## src/nand_host_pkg.sv

```systemverilog
// Purpose: constants shared by the cache-program / copy / erase host sequencer
// Assumes: byte-wide flash port, one 100 MHz clock
// Notes: command codes, pin timing counts, status bit positions, register map
// Summary of operation
// - restart dual cache program when block advances
// - full block: 64 pages then final program
// - dual program ends with second input, final
// - pair blocks within same half only
// - at most one block per district
// - page-in-block bits equal for both blocks
// - input, address, dummy, input, address, program
// - only sequence, status and reset commands
// - copy cache command programs while reading next
// - copy: give address, change only needed bytes
// - single copy stays inside one district
// - copy ends with copy-program then final
// - keep write protect high during copy
// - dual copy restarts when block advances
// - dual erase: two setup groups then confirm
package nand_host_pkg;
   // flash command codes
   localparam logic [7:0] CMD_DATA_IN = 8'h80;
   localparam logic [7:0] CMD_DATA_IN2 = 8'h81;
   localparam logic [7:0] CMD_DUMMY_PROG = 8'h11;
   localparam logic [7:0] CMD_CACHE_PROG = 8'h15;
   localparam logic [7:0] CMD_FINAL_PROG = 8'h10;
   localparam logic [7:0] CMD_COPY_PROG = 8'h8c;
   localparam logic [7:0] CMD_ERASE_SETUP = 8'h60;
   localparam logic [7:0] CMD_ERASE_GO = 8'hd0;
   localparam logic [7:0] CMD_STATUS_EXT = 8'h71;
   localparam logic [7:0] CMD_RESET = 8'hff;
   // software order codes
   localparam logic [2:0] OP_PROG_CACHE = 3'h0;
   localparam logic [2:0] OP_PROG_FINAL = 3'h1;
   localparam logic [2:0] OP_COPY_CACHE = 3'h2;
   localparam logic [2:0] OP_COPY_FINAL = 3'h3;
   localparam logic [2:0] OP_ERASE = 3'h4;
   localparam logic [2:0] OP_RESET = 3'h5;
   // register addresses of the host's own port
   localparam logic [3:0] REG_CTRL = 4'h0;
   localparam logic [3:0] REG_ROW_A = 4'h1;
   localparam logic [3:0] REG_ROW_B = 4'h2;
   localparam logic [3:0] REG_COL = 4'h3;
   localparam logic [3:0] REG_DATA = 4'h4;
   localparam logic [3:0] REG_STATUS = 4'h5;
   localparam logic [3:0] REG_FLASH_ST = 4'h6;
   // control register fields
   localparam int CTRL_OP_LSB = 0;
   localparam int CTRL_DUAL_BIT = 3;
   localparam int CTRL_GO_BIT = 4;
   localparam int CTRL_DATA_LSB = 8;
   // extended status bit positions (bit 0 is the first I/O line)
   localparam int ST_FAIL = 0;
   localparam int ST_D0_CUR = 1;
   localparam int ST_D1_CUR = 2;
   localparam int ST_D0_PREV = 3;
   localparam int ST_D1_PREV = 4;
   localparam int ST_READY = 5;
   localparam int ST_CACHE_READY = 6;
   // address layout
   localparam int PAGE_BITS = 6;
   localparam int ROW_W = 18;
   localparam int BLK_MSB = ROW_W - 1;
   localparam int PAGES_PER_BLOCK = 64;
   // strobe timing
   localparam int CLK_NS = 10;
   localparam int STROBE_NS = 20;
   localparam int STROBE_CYC = (STROBE_NS + CLK_NS - 1) / CLK_NS;
   localparam int WAIT_NS = 100;
   localparam int WAIT_CYC = (WAIT_NS + CLK_NS - 1) / CLK_NS;
endpackage

```

## src/strobe_timer.sv

```systemverilog
// Purpose: counts down one strobe phase of the flash port
// Assumes: load has priority over counting
// Notes: done is a level while the count is zero
`timescale 1ns/10ps
module strobe_timer #(
   parameter int W = 8
) (
   input wire logic clk_sys_in,
   input wire logic nrst_in,
   input wire logic load_in,
   input wire logic [W-1:0] value_in,
   output logic done_out
);
   logic [W-1:0] cnt_ff;
   logic [W-1:0] nxt_cnt;
   // reload or count toward zero
   always_comb begin
      nxt_cnt = cnt_ff;
      if (load_in) begin
         nxt_cnt = value_in;
      end else if (cnt_ff != '0) begin
         nxt_cnt = cnt_ff - W'(1);
      end
   end
   always_ff @(posedge clk_sys_in or negedge nrst_in) begin
      if (!nrst_in) begin
         cnt_ff <= '0;
      end else begin
         cnt_ff <= nxt_cnt;
      end
   end
   assign done_out = (cnt_ff == '0);
endmodule // strobe_timer

```

## src/nand_host.sv

```systemverilog
// Purpose: host sequencer driving program, copy and erase orders onto a flash
// Assumes: software writes page data to REG_DATA while data_req is set
// Notes: reads extended status after each order until the device is ready
//
// The plain strobed port and the register addresses are this design's own decisions.
`timescale 1ns/10ps
module nand_host
   import nand_host_pkg::*;
#(
   parameter int MAX_POLLS = 1000000
) (
   input wire logic clk_sys_in,
   input wire logic nrst_in,
   input wire logic [3:0] addr_in,
   input wire logic [31:0] wdata_in,
   input wire logic wr_in,
   input wire logic rd_in,
   output logic [31:0] rdata_out,
   output logic [7:0] io_out,
   output logic io_oe_out,
   input wire logic [7:0] io_in,
   output logic cmd_latch_out,
   output logic addr_latch_out,
   output logic chip_en_n_out,
   output logic write_strobe_n_out,
   output logic read_strobe_n_out,
   output logic write_protect_n_out
);
   typedef enum logic [3:0] {
      S_IDLE = 4'h0,
      S_CMD1 = 4'h1,
      S_ADDR1 = 4'h2,
      S_DATA1 = 4'h3,
      S_MID = 4'h4,
      S_CMD2 = 4'h5,
      S_ADDR2 = 4'h6,
      S_DATA2 = 4'h7,
      S_LAST = 4'h8,
      S_POLL_CMD = 4'h9,
      S_POLL_RD = 4'ha,
      S_DONE = 4'hb
   } phase_e;

   typedef struct packed {
      phase_e phase;
      logic [2:0] step; // byte index inside an address group, up to five bytes
      logic [2:0] op;
      logic dual;
      logic second; // second group of a dual order in progress
      logic [ROW_W-1:0] row_a;
      logic [ROW_W-1:0] row_b;
      logic [15:0] col;
      logic [7:0] data;
      logic data_req;
      logic data_valid;
      logic data_last;
      logic busy;
      logic error;
      logic timeout;
      logic [7:0] flash_st;
      logic [31:0] polls;
      logic [31:0] rdata;
      logic [7:0] io;
      logic io_oe;
      logic cle;
      logic ale;
      logic we_n;
      logic re_n;
      logic wp_n;
      logic ce_n; // chip enable kept in its own flop, low while an order runs
      logic load;
   } state_s;

   state_s st_ff;
   state_s nxt_st;
   logic strobe_done;

   // one timer paces every strobe phase on the port
   strobe_timer #(.W(8)) u_timer (
      .clk_sys_in(clk_sys_in),
      .nrst_in(nrst_in),
      .load_in(st_ff.load),
      .value_in(8'(STROBE_CYC)),
      .done_out(strobe_done)
   );

   ////////////////////////////////////////////////////////////////////////////
   // address byte of the current group: two column bytes then three row bytes, or three row bytes only for erase
   function automatic logic [7:0] addr_byte(input logic [2:0] idx, input logic [15:0] col,
                                            input logic [ROW_W-1:0] row, input logic row_only);
      logic [23:0] r;
      r = {{(24 - ROW_W){1'b0}}, row};
      if (row_only) begin
         addr_byte = r[8*idx[1:0] +: 8];
      end else if (idx < 3'h2) begin
         addr_byte = col[8*idx[0] +: 8];
      end else begin
         addr_byte = r[8*(idx - 3'h2) +: 8];
      end
   endfunction

   ////////////////////////////////////////////////////////////////////////////
   // next-state logic: one port byte per strobe phase
   always_comb begin
      logic erase;
      logic [2:0] nbytes;
      logic [2:0] idx;
      logic issue;
      logic pair_ok;
      erase = (st_ff.op == OP_ERASE);
      nbytes = erase ? 3'h3 : 3'h5;
      idx = st_ff.step;
      issue = 1'b0;
      // pair rule: same half, one block per district, same page (erase skips page)
      pair_ok = (st_ff.row_a[BLK_MSB] == st_ff.row_b[BLK_MSB])
                && (st_ff.row_a[PAGE_BITS] != st_ff.row_b[PAGE_BITS])
                && (wdata_in[CTRL_OP_LSB +: 3] == OP_ERASE
                    || st_ff.row_a[PAGE_BITS-1:0] == st_ff.row_b[PAGE_BITS-1:0]);
      nxt_st = st_ff;
      nxt_st.load = 1'b0;
      nxt_st.rdata = 32'h0;
      // register reads answer in the next cycle
      if (rd_in) begin
         unique case (addr_in)
            REG_CTRL: nxt_st.rdata = {28'h0, st_ff.dual, st_ff.op};
            REG_ROW_A: nxt_st.rdata = 32'(st_ff.row_a);
            REG_ROW_B: nxt_st.rdata = 32'(st_ff.row_b);
            REG_COL: nxt_st.rdata = {16'h0, st_ff.col};
            REG_STATUS: nxt_st.rdata = {27'h0, st_ff.timeout, st_ff.error,
                                        st_ff.data_req, 1'b0, st_ff.busy};
            REG_FLASH_ST: nxt_st.rdata = {24'h0, st_ff.flash_st};
            default: nxt_st.rdata = 32'h0;
         endcase
      end
      // register writes; addresses and orders only taken while idle
      if (wr_in && !st_ff.busy) begin
         unique case (addr_in)
            REG_ROW_A: nxt_st.row_a = wdata_in[ROW_W-1:0];
            REG_ROW_B: nxt_st.row_b = wdata_in[ROW_W-1:0];
            REG_COL: nxt_st.col = wdata_in[15:0];
            REG_CTRL: begin
               // a dual order whose blocks cannot pair is refused before the port moves
               if (wdata_in[CTRL_GO_BIT] && wdata_in[CTRL_DUAL_BIT] && !pair_ok) begin
                  nxt_st.error = 1'b1;
               end else if (wdata_in[CTRL_GO_BIT]) begin
                  // every order restarts the whole sequence from its first command
                  nxt_st.op = wdata_in[CTRL_OP_LSB +: 3];
                  nxt_st.dual = wdata_in[CTRL_DUAL_BIT];
                  nxt_st.busy = 1'b1;
                  nxt_st.error = 1'b0;
                  nxt_st.timeout = 1'b0;
                  nxt_st.second = 1'b0;
                  nxt_st.step = 3'h0;
                  nxt_st.phase = S_CMD1;
               end
            end
            default: ;
         endcase
      end
      // a data byte is accepted while the sequencer asks for one
      if (wr_in && addr_in == REG_DATA && st_ff.data_req && !st_ff.data_valid) begin
         nxt_st.data = wdata_in[7:0];
         nxt_st.data_last = wdata_in[CTRL_DATA_LSB];
         nxt_st.data_valid = 1'b1;
      end
      // strobe engine: low phase then high phase, one timer load each
      if (!st_ff.we_n && strobe_done && !st_ff.load) begin
         nxt_st.we_n = 1'b1; // device latches on this rising edge
         nxt_st.load = 1'b1;
      end else if (!st_ff.re_n && strobe_done && !st_ff.load) begin
         nxt_st.re_n = 1'b1;
         nxt_st.flash_st = io_in;
         nxt_st.load = 1'b1;
         nxt_st.phase = io_in[ST_READY] ? S_DONE : S_POLL_CMD;
         nxt_st.polls = st_ff.polls + 32'h1;
         if (st_ff.polls >= 32'(MAX_POLLS)) begin
            nxt_st.timeout = 1'b1;
            nxt_st.phase = S_DONE;
         end
      end else if (st_ff.we_n && st_ff.re_n && strobe_done && !st_ff.load) begin
         issue = 1'b1;
      end
      if (issue) begin
         nxt_st.cle = 1'b0;
         nxt_st.ale = 1'b0;
         nxt_st.io_oe = 1'b1;
         unique case (st_ff.phase)
            S_IDLE: begin
               // protect is left as the last order set it, so a cache chain keeps it off
               nxt_st.io_oe = 1'b0;
            end
            S_CMD1: begin
               nxt_st.wp_n = 1'b1;
               nxt_st.cle = 1'b1;
               nxt_st.we_n = 1'b0;
               nxt_st.load = 1'b1;
               nxt_st.step = 3'h0;
               unique case (st_ff.op)
                  OP_ERASE: nxt_st.io = CMD_ERASE_SETUP;
                  OP_RESET: nxt_st.io = CMD_RESET;
                  OP_COPY_CACHE, OP_COPY_FINAL: nxt_st.io = CMD_COPY_PROG;
                  default: nxt_st.io = st_ff.second ? CMD_DATA_IN2 : CMD_DATA_IN;
               endcase
               nxt_st.phase = (st_ff.op == OP_RESET) ? S_POLL_CMD : S_ADDR1;
            end
            S_ADDR1: begin
               nxt_st.ale = 1'b1;
               nxt_st.we_n = 1'b0;
               nxt_st.load = 1'b1;
               nxt_st.io = addr_byte(idx, st_ff.col,
                                     st_ff.second ? st_ff.row_b : st_ff.row_a, erase);
               // step must reach the fifth byte, a two-bit count would wrap forever
               nxt_st.step = st_ff.step + 3'h1;
               if (idx == nbytes - 3'h1) begin
                  nxt_st.step = 3'h0;
                  nxt_st.phase = erase ? S_MID : S_DATA1;
                  nxt_st.data_req = !erase; // copy waits for data too; a byte with the last flag ends it
               end
            end
            S_DATA1: begin
               if (st_ff.data_valid) begin
                  nxt_st.we_n = 1'b0;
                  nxt_st.load = 1'b1;
                  nxt_st.io = st_ff.data;
                  nxt_st.data_valid = 1'b0;
                  if (st_ff.data_last) begin
                     nxt_st.data_req = 1'b0;
                     nxt_st.phase = S_MID;
                  end
               end else begin
                  nxt_st.io_oe = 1'b0; // stall: data not yet supplied
               end
            end
            S_MID: begin
               if (st_ff.dual && !st_ff.second) begin
                  // dual order: dummy program, or for erase the next setup group
                  nxt_st.second = 1'b1;
                  nxt_st.phase = S_CMD1;
                  if (!erase) begin
                     nxt_st.cle = 1'b1;
                     nxt_st.we_n = 1'b0;
                     nxt_st.load = 1'b1;
                     nxt_st.io = CMD_DUMMY_PROG;
                  end
               end else begin
                  nxt_st.phase = S_LAST;
                  nxt_st.io_oe = 1'b0;
               end
            end
            S_LAST: begin
               nxt_st.cle = 1'b1;
               nxt_st.we_n = 1'b0;
               nxt_st.load = 1'b1;
               nxt_st.polls = 32'h0;
               nxt_st.phase = S_POLL_CMD;
               unique case (st_ff.op)
                  OP_ERASE: nxt_st.io = CMD_ERASE_GO;
                  OP_PROG_CACHE, OP_COPY_CACHE: nxt_st.io = CMD_CACHE_PROG;
                  default: nxt_st.io = CMD_FINAL_PROG;
               endcase
            end
            S_POLL_CMD: begin
               nxt_st.cle = 1'b1;
               nxt_st.we_n = 1'b0;
               nxt_st.load = 1'b1;
               nxt_st.io = CMD_STATUS_EXT;
               nxt_st.phase = S_POLL_RD;
            end
            S_POLL_RD: begin
               nxt_st.io_oe = 1'b0;
               nxt_st.re_n = 1'b0;
               nxt_st.load = 1'b1;
            end
            S_DONE: begin
               nxt_st.io_oe = 1'b0;
               nxt_st.busy = 1'b0;
               nxt_st.phase = S_IDLE;
               // error is OR of the fail bit, the district current-page results and timeout
               nxt_st.error = st_ff.flash_st[ST_FAIL] | st_ff.flash_st[ST_D0_CUR]
                              | st_ff.flash_st[ST_D1_CUR] | st_ff.timeout;
               // a cache order leaves write protect off for the next page
               if (st_ff.op == OP_ERASE || st_ff.op == OP_RESET
                   || st_ff.op == OP_PROG_FINAL || st_ff.op == OP_COPY_FINAL) begin
                  nxt_st.wp_n = 1'b0;
               end
            end
            default: nxt_st.phase = S_IDLE;
         endcase
      end
      // chip enable follows busy from its own flop
      nxt_st.ce_n = !nxt_st.busy;
   end

   ////////////////////////////////////////////////////////////////////////////
   // state register; reset idles the port with strobes high and write protect asserted
   always_ff @(posedge clk_sys_in or negedge nrst_in) begin
      if (!nrst_in) begin
         st_ff <= '{phase: S_IDLE, we_n: 1'b1, re_n: 1'b1, ce_n: 1'b1, default: '0};
      end else begin
         st_ff <= nxt_st;
      end
   end

   // outputs all straight from the state register
   assign rdata_out = st_ff.rdata;
   assign io_out = st_ff.io;
   assign io_oe_out = st_ff.io_oe;
   assign cmd_latch_out = st_ff.cle;
   assign addr_latch_out = st_ff.ale;
   assign chip_en_n_out = st_ff.ce_n;
   assign write_strobe_n_out = st_ff.we_n;
   assign read_strobe_n_out = st_ff.re_n;
   assign write_protect_n_out = st_ff.wp_n;
endmodule // nand_host

```

## config.mk

```make
export PLATFORM = sky130hd
export DESIGN_NAME = nand_host
export DESIGN_NICKNAME = d
export VERILOG_FILES = /design/src/nand_host_pkg.sv /design/src/strobe_timer.sv /design/src/nand_host.sv
export SDC_FILE = /design/constraint.sdc
export NUM_CORES = 1
export LEC_CHECK = 0
export BUFFER_PORTS_ARGS = -buffer_cell sky130_fd_sc_hd__buf_4
export CAP_MARGIN = 40
export CORE_ASPECT_RATIO = 1.4
export CORE_MARGIN = 10
export CORE_UTILIZATION = 59
export DETAILED_ROUTE_END_ITERATION = 8
export HOLD_SLACK_MARGIN = 0.08
export PLACE_DENSITY_LB_ADDON = 0.08
export SLEW_MARGIN = 20
export SYNTH_ARGS = -nofsm -noshare
export SYNTH_HDL_FRONTEND = slang
export SYNTH_SLANG_ARGS = --single-unit
```

## constraint.sdc

```tcl
create_clock -name clk_sys_in -period 2.9 [get_ports clk_sys_in]
set_input_delay 0.29 -clock clk_sys_in [delete_from_list [all_inputs] [get_ports clk_sys_in]]
set_output_delay 0.29 -clock clk_sys_in [all_outputs]
set_load 0.02 [all_outputs]
```

==> reports/qor.yml, run 1 <==
cp_slowest_cell: "or4_1"
cts_hold_buf: 9
leakagePower_nw: 4.40
cp_max_fo: 8
worst_ep_arrival_time_ns: 2.94
drtAntennaViolNets: 0
fin_skew_ns: 0.0122
tns_ns: 0
diodes: 0
cts_inserted_buffers: 17
first_pass_iters: 5
synth_edf_count: 0
cts_buffer_depth: 2
seq_area_um2: 4010
rsz0062_at_grt: "no"
hold_path.class: "input pin to flop"
layout_common_cells: "157 x dfrtp_1, 100 x buf_4, 75 x mux2_2, 65 x nor2_1, 62 x nand2_1"
nets: 939
wirelength_um: 23000
ys.flop_type: "dfrtp_1"
io_pins: 95
critical-path-max-stage-delay_ns: 0.68
grt_start_max_net_pins: 54
fin_crit_ns: 2.62
synth_fa_ha_area_share_pct: 0.720
dp_hpwl_um: 17000
gp_congestion: 0.886
whs_ns: 0.0999
synthXorXnorAreaFrac_pct: 2.72
ys_types: 76
multiInputGateArea_um2: 4130
tightest_slew_ns: 0.739
final.period_utilization_pct: 90.5
async_flop_share_pct: 100
rows: 52
drtIter0Drc: 427
coreArea_um2: 14400
drc: 0
finalMaxSlewViolations: 0
synth-compound-area-share_pct: 12.6
start_util_pct: 60.2
synth_top_family_by_area: "simple AND/OR/NAND/NOR gates"
ys_warn_count: 0
critical_path.top_delay_family: "simple AND/OR/NAND/NOR gates"
syn_area_per_cell_um2: 10.5
fill_cells: 1173
start_kind: "flop"
viasPerCell: 6.17
track_usage_pct: 23.3
via_count: 6708
root_buffer: "clkbuf_16"
die_w_um: 123
grt_pass1_vias: 6827
setup_viol: 0
outcome: "complete, no violations"
overflow: 0
die_area_um2: 20100
reg2reg_from: "u_timer.cnt_ff[0]"
irDropWorstVdd_mv: 0.505
path_buf_inv: 2
wire_per_inst_um: 21.2
clock_latency_ns: 0.43
required_ns: 3.21
crit_chain: "inv_1 > ha_1 > or4b_1 > buf_4 > or4_1 > nor4_2 > xnor2_1 > nor2_1"
crit_start: "u_timer.cnt_ff[0]"
power_per_cell_area_nw_per_um2: 793
area_growth_pct: 14.2
cts.sinks: 160
antenna_found_initial: 0
port-buffer-count: 66
final_cell_area_um2: 9930
h-tree-depth: 4
critPathCaptureType: "flop"
cap_violations: 0
layout-drive-gt1-share_pct: 26.5
reg2reg_to: "st_ff[67]"
utilization_pct: 68.7
yosysSeqAreaShare_pct: 46.1
hold_violations: 0
crit_cells: 8
final_common_cell: "dfrtp_1"
syn_inst: 830
clk_pin_slew_ns: 0.06
cts_resized: 0
netlist_area_um2: 8690
yosys.area_share.simple_pct: 15.9
tritoncts: "done"
grt_pass1_wl_um: 36600
crit_end: "st_ff[67]"
cts_setup_buffers: 0
reg2reg_setup_slack_ns: 0.28
dieHeight_um: 164
place_area_um2: 9250
ff2ff_path_depth: 8
fmaxAchievable_ghz: 0.381
slew_headroom_pct: 50.6
setup.worst_path.class: "flop to flop"
p_total_mw: 7.87
synth_mux_area_share_pct: 15.0
ys_seq_elements: 160
registers in the layout, summed over array words and instances, names as in the netlist:
name	cells
addr_latch_out	1
chip_en_n_out	1
cmd_latch_out	1
io_oe_out	1
io_out	8
rdata_out	18
read_strobe_n_out	1
st_ff	119
u_timer.cnt_ff	8
write_protect_n_out	1
write_strobe_n_out	1
area by class of cell:
type	count	share of cell area [%]
clock buffers	19	4.36
clock inverters	12	1.36
inverters	20	0.756
multi-input cells	574	41.6
flip-flops and latches	160	40.4
well taps	189	2.38
repair buffers	113	9.14
cells in the mapped netlist (all sizes together), types with 3 or more instances:
master	number	area, µm²
a211oi	8	60.1
a21o	3	22.5
a21oi	33	165
a221oi	8	87.6
a22oi	16	120
a31oi	9	56.3
a32oi	5	43.8
and2	6	37.5
and3	5	31.3
and3b	3	26.3
buf	51	380
clkbuf	38	144
dfrtp	157	3930
dfstp	3	78.8
ha	5	62.6
inv	20	75.1
mux2	79	905
mux2i	22	220
mux4	8	180
nand2	62	233
nand2b	13	81.3
nand3	24	120
nand3b	3	22.5
nand4	10	62.6
nor2	65	244
nor2b	8	50.1
nor3	10	50.1
nor3b	3	22.5
nor4	15	134
o21ai	30	150
o22ai	5	31.3
o31ai	4	30.0
o32a	6	60.1
or3	16	105
or4	6	48.8
xnor2	16	140
xor2	11	96.3
power breakdown:
| group | internal (mW) | switching [mW] |
|---|---|---|
| combinational | 1.12 | 1.35 |
| sequential | 2.70 | 0.526 |
| clock | 1.27 | 0.905 |
cell families (layout without fill, tap and decap cells):
kind of cell,Yosys count,in the layout
simple gates,261,261
other cells,1,14
xor+xnor,27,27
flops,160,160
compound gates,158,158
buf+inv,109,164
fa+ha+maj,5,5
mux,109,109
stage by stage:
step	setup slack, ns	std cells
3_5_place_dp	0.268	1046
4_1_cts	0.257	1086
3_3_place_gp	0.300	1046
6_report	0.276	1087
5_1_grt	0.115	1087
2_1_floorplan	0.339	843
worst min-delay path by stage:
stage / start / end / slack [ns] / cells after the start
2_1_floorplan: nrst_in / addr_latch_out / -0.006 / 0
3_3_place_gp: nrst_in / st_ff[77] / 0.26 / 1
3_5_place_dp: nrst_in / st_ff[77] / 0.28 / 1
4_1_cts: wdata_in[16] / st_ff[152] / 0.09 / 2
5_1_grt: wdata_in[17] / st_ff[153] / 0.11 / 2
6_report: wdata_in[16] / st_ff[152] / 0.1 / 2
routing by layer:
layer  GRT usage [%]  wire [µm]  part of all wire (%)
met1            25.6       8730                    38
met2            42.5      12800                    56
met3            4.53        878                   3.8
met4            9.24        620                   2.7
met5               0          0                     0
(Power assumes the default switching activity.)
==> run 2, diff against run 1 <==
Settings changed: ABC_AREA from default to 1, CORE_UTILIZATION 59 to 60, HOLD_SLACK_MARGIN 0.08 to 0.1.
==> run 2 against run 1 <==
  * Count of clock-buffer cells in the layout grew 1
  * Setup slack improved by 0.25 ns
  * Clock skew is 0.0027 ns lower
  * Via count grew 17%
  * Final area is 0.95% higher
  * Register-to-register slack improved by 0.25 ns
  * Total power is 6.4% lower
  * Area after synthesis rose by 2.4%
  * Critical path type unchanged
  * Critical endpoint is now io_out[6]
  * Largest cell class is now registers
==> reports/qor.yml, run 2 <==
dp_hpwl_um: 18100  # +6.2%
hold_path.class: "input pin to flop"
synth_fa_ha_area_share_pct: 0.703  # -0.017 points
leakagePower_nw: 5.00  # +14%
required_ns: 3.27  # +0.06 ns
synth_mux_area_share_pct: 0.225  # -15 points
area_growth_pct: 12.6
rows: 52  # unchanged
drtAntennaViolNets: 0  # unchanged
via_count: 7864  # +17%
layout_common_cells: "309 x nand2_1, 157 x dfrtp_1, 139 x inv_1, 135 x o21ai_0, 100 x nor2_1"
grt_pass1_vias: 7856  # +15%
layout-drive-gt1-share_pct: 13.4  # -13 points
h-tree-depth: 4  # unchanged
syn_area_per_cell_um2: 7.54  # -28%
irDropWorstVdd_mv: 0.433  # -14%
async_flop_share_pct: 100  # unchanged
wire_per_inst_um: 17.2  # -19%
cap_violations: 0  # unchanged
yosysSeqAreaShare_pct: 45.0  # -1.1 points
wirelength_um: 24600  # +6.8%
synth_common_cells: "309 x nand2_1, 157 x dfrtp_1, 139 x inv_1"
drtIter0Drc: 768  # +80%
yosys.area_share.simple_pct: 26.8  # +11 points
final_cell_area_um2: 10000  # +0.95%
outcome: "complete, no violations"
largest_reg_flops: 119  # unchanged
antenna_found_initial: 0  # unchanged
root_buffer: "clkbuf_16"
power_per_cell_area_nw_per_um2: 735  # -7.3%
grt_pass1_wl_um: 40100  # +9.6%
setup_viol: 0  # unchanged
netlist_area_um2: 8900  # +2.4%
synth-compound-area-share_pct: 14.4  # +1.7 points
synthXorXnorAreaFrac_pct: 1.18  # -1.5 points
clk_pin_slew_ns: 0.06  # about the same
cp_max_fo: 8  # unchanged
diodes: 0  # unchanged
dieHeight_um: 164  # +0.30%
syn_inst: 1180  # +42%
worst_ep_arrival_time_ns: 2.75  # -0.19 ns
critPathCaptureType: "flop"
overflow: 0  # unchanged
io_pins: 95  # unchanged
start_util_pct: 61.3  # +1.2 points
cts.sinks: 160  # unchanged
ys_types: 54  # -29%
place_area_um2: 9360  # +1.1%
setup.worst_path.class: "flop to flop"
rsz0062_at_grt: "no"
coreArea_um2: 14500  # +0.45%
fin_skew_ns: 0.00950  # -0.00275 ns
first_pass_iters: 5  # unchanged
p_total_mw: 7.37  # -6.4%
utilization_pct: 69.1  # +0.34 points
fin_crit_ns: 2.38  # -0.249 ns
tritoncts: "done"
synth_top_cell_by_area: "dfrtp_1"
die_w_um: 123  # +0.29%
ys_seq_elements: 160  # unchanged
cts_buffer_depth: 2  # unchanged
synth.area.top_cells: "dfrtp_1 44%, nand2_1 13%, o21ai_0 7.6%, inv_1 5.9%, nor2_1 4.2%"
tns_ns: 0  # unchanged
final_common_cell: "nand2_1"
cts_inserted_buffers: 17  # unchanged
nets: 1282  # +37%
die_area_um2: 20200  # +0.59%
synth_top_family_by_area: "simple AND/OR/NAND/NOR gates"
track_usage_pct: 25.3  # +2.1 points
synth_edf_count: 0  # unchanged
start_kind: "flop"
drc: 0  # unchanged
slew_headroom_pct: 48.5  # -2.1 points
clock_latency_ns: 0.44  # about the same
viasPerCell: 5.50  # -11%
finalMaxSlewViolations: 0  # unchanged
cts_resized: 0  # unchanged
regMostFlops: "st_ff"
yosys.area.top_type_share_pct: 44.2  # -1.1 points
final.period_utilization_pct: 81.9  # -8.6 points
hold_violations: 0  # unchanged
yosysMostFrequentCell: "nand2_1"
fmaxAchievable_ghz: 0.421  # +10%
tightest_slew_ns: 0.772  # +0.0331 ns
ys_warn_count: 0  # unchanged
grt_start_max_net_pins: 75  # +39%
gp_congestion: 0.957  # +8.0%
ys.flop_type: "dfrtp_1"
port-buffer-count: 66  # unchanged
-- run 2: cell count changes after synthesis, sizes merged, moves of 39 or more --
cell | previous run | this run
mux2 | 79 | 0
nand3 | 24 | 63
inv | 20 | 152
nand2 | 62 | 319
o21ai | 30 | 142
nor2 | 65 | 118
-- run 2: area by class of cell --
class                           count  area, µm²
Timing Repair Buffer               88        697
Multi-Input combinational cell    805       3900
Clock inverter                     12        135
Sequential cell                   160       4010
Fill cell                        1277       4490
Tap cell                          189        236
Clock buffer                       20        447
Inverter                          157        598
-- run 2: worst paths after layout --
| path | from | end | slack [ns] | cells past startpoint |
|---|---|---|---|---|
| hold / removal | wdata_in[17] | st_ff[153] | 0.13 | 3 |
| max in group asynchronous | nrst_in | rdata_out[7] | 1.58 | 3 |
| hold reg to reg | io_out[2] | io_out[2] | 0.48 | 2 |
| min in group asynchronous | nrst_in | st_ff[81] | 0.48 | 2 |
| setup / recovery | st_ff[160] | io_out[6] | 0.52 | 12 |
| setup reg to reg | st_ff[160] | io_out[6] | 0.52 | 12 |
-- run 2: what timing repair did --
action	CTS	global route
setup buffers	0	0
hold endpoints to repair	79	0
hold buffers	8	0
-- run 2: kinds of logic after synthesis --
| group | count (synthesis) |
|---|---|
| xor gates and xnor gates | 12 |
| adders and majority gates | 5 |
| buffers and inverters | 228 |
| and+or+nand+nor | 542 |
| AOI/OAI and AO/OA | 230 |
| DFF | 160 |
| muxes | 2 |
| other | 1 |
-- run 2: stage by stage --
step	std cells	hold slack [ns]	setup WS [ns]
final	1431	0.127	0.525
after global routing	1431	0.160	0.276
after CTS	1431	0.133	0.588
after detailed placement	1391	0.352	0.619
after global placement	1391	0.354	0.663
after floorplan	1193	-0.00559	1.07
-- run 2: layer usage --
metal	up-vias	track usage [%]	wire, µm
met4	0	12.8	1240
met5	-	0	0
met3	81	3.95	1060
met1	3682	28.2	9260
li1	3853	-	-
met2	248	45.4	13000
-- run 2: report_power, final --
part           switching (mW)  total (mW)  leakage, nW  internal, mW
sequential              0.398        3.02         2.07          2.62
clock                   0.936        2.23        0.273          1.29
combinational            1.38        2.12         2.66         0.740
-- run 2: worst max-delay path, cell delays in order, from the launching register on --
cell and delay [ns]:
dfrtp_1 0.40, clkinv_1 0.24, ha_1 0.36, inv_1 0.03, nor2_1 0.18, nand2_1 0.10
o21ai_1 0.42, nand2_1 0.11, o21ai_0 0.13, nand2_1 0.09, nand3_1 0.11, o21ai_0 0.08
nand2_1 0.06
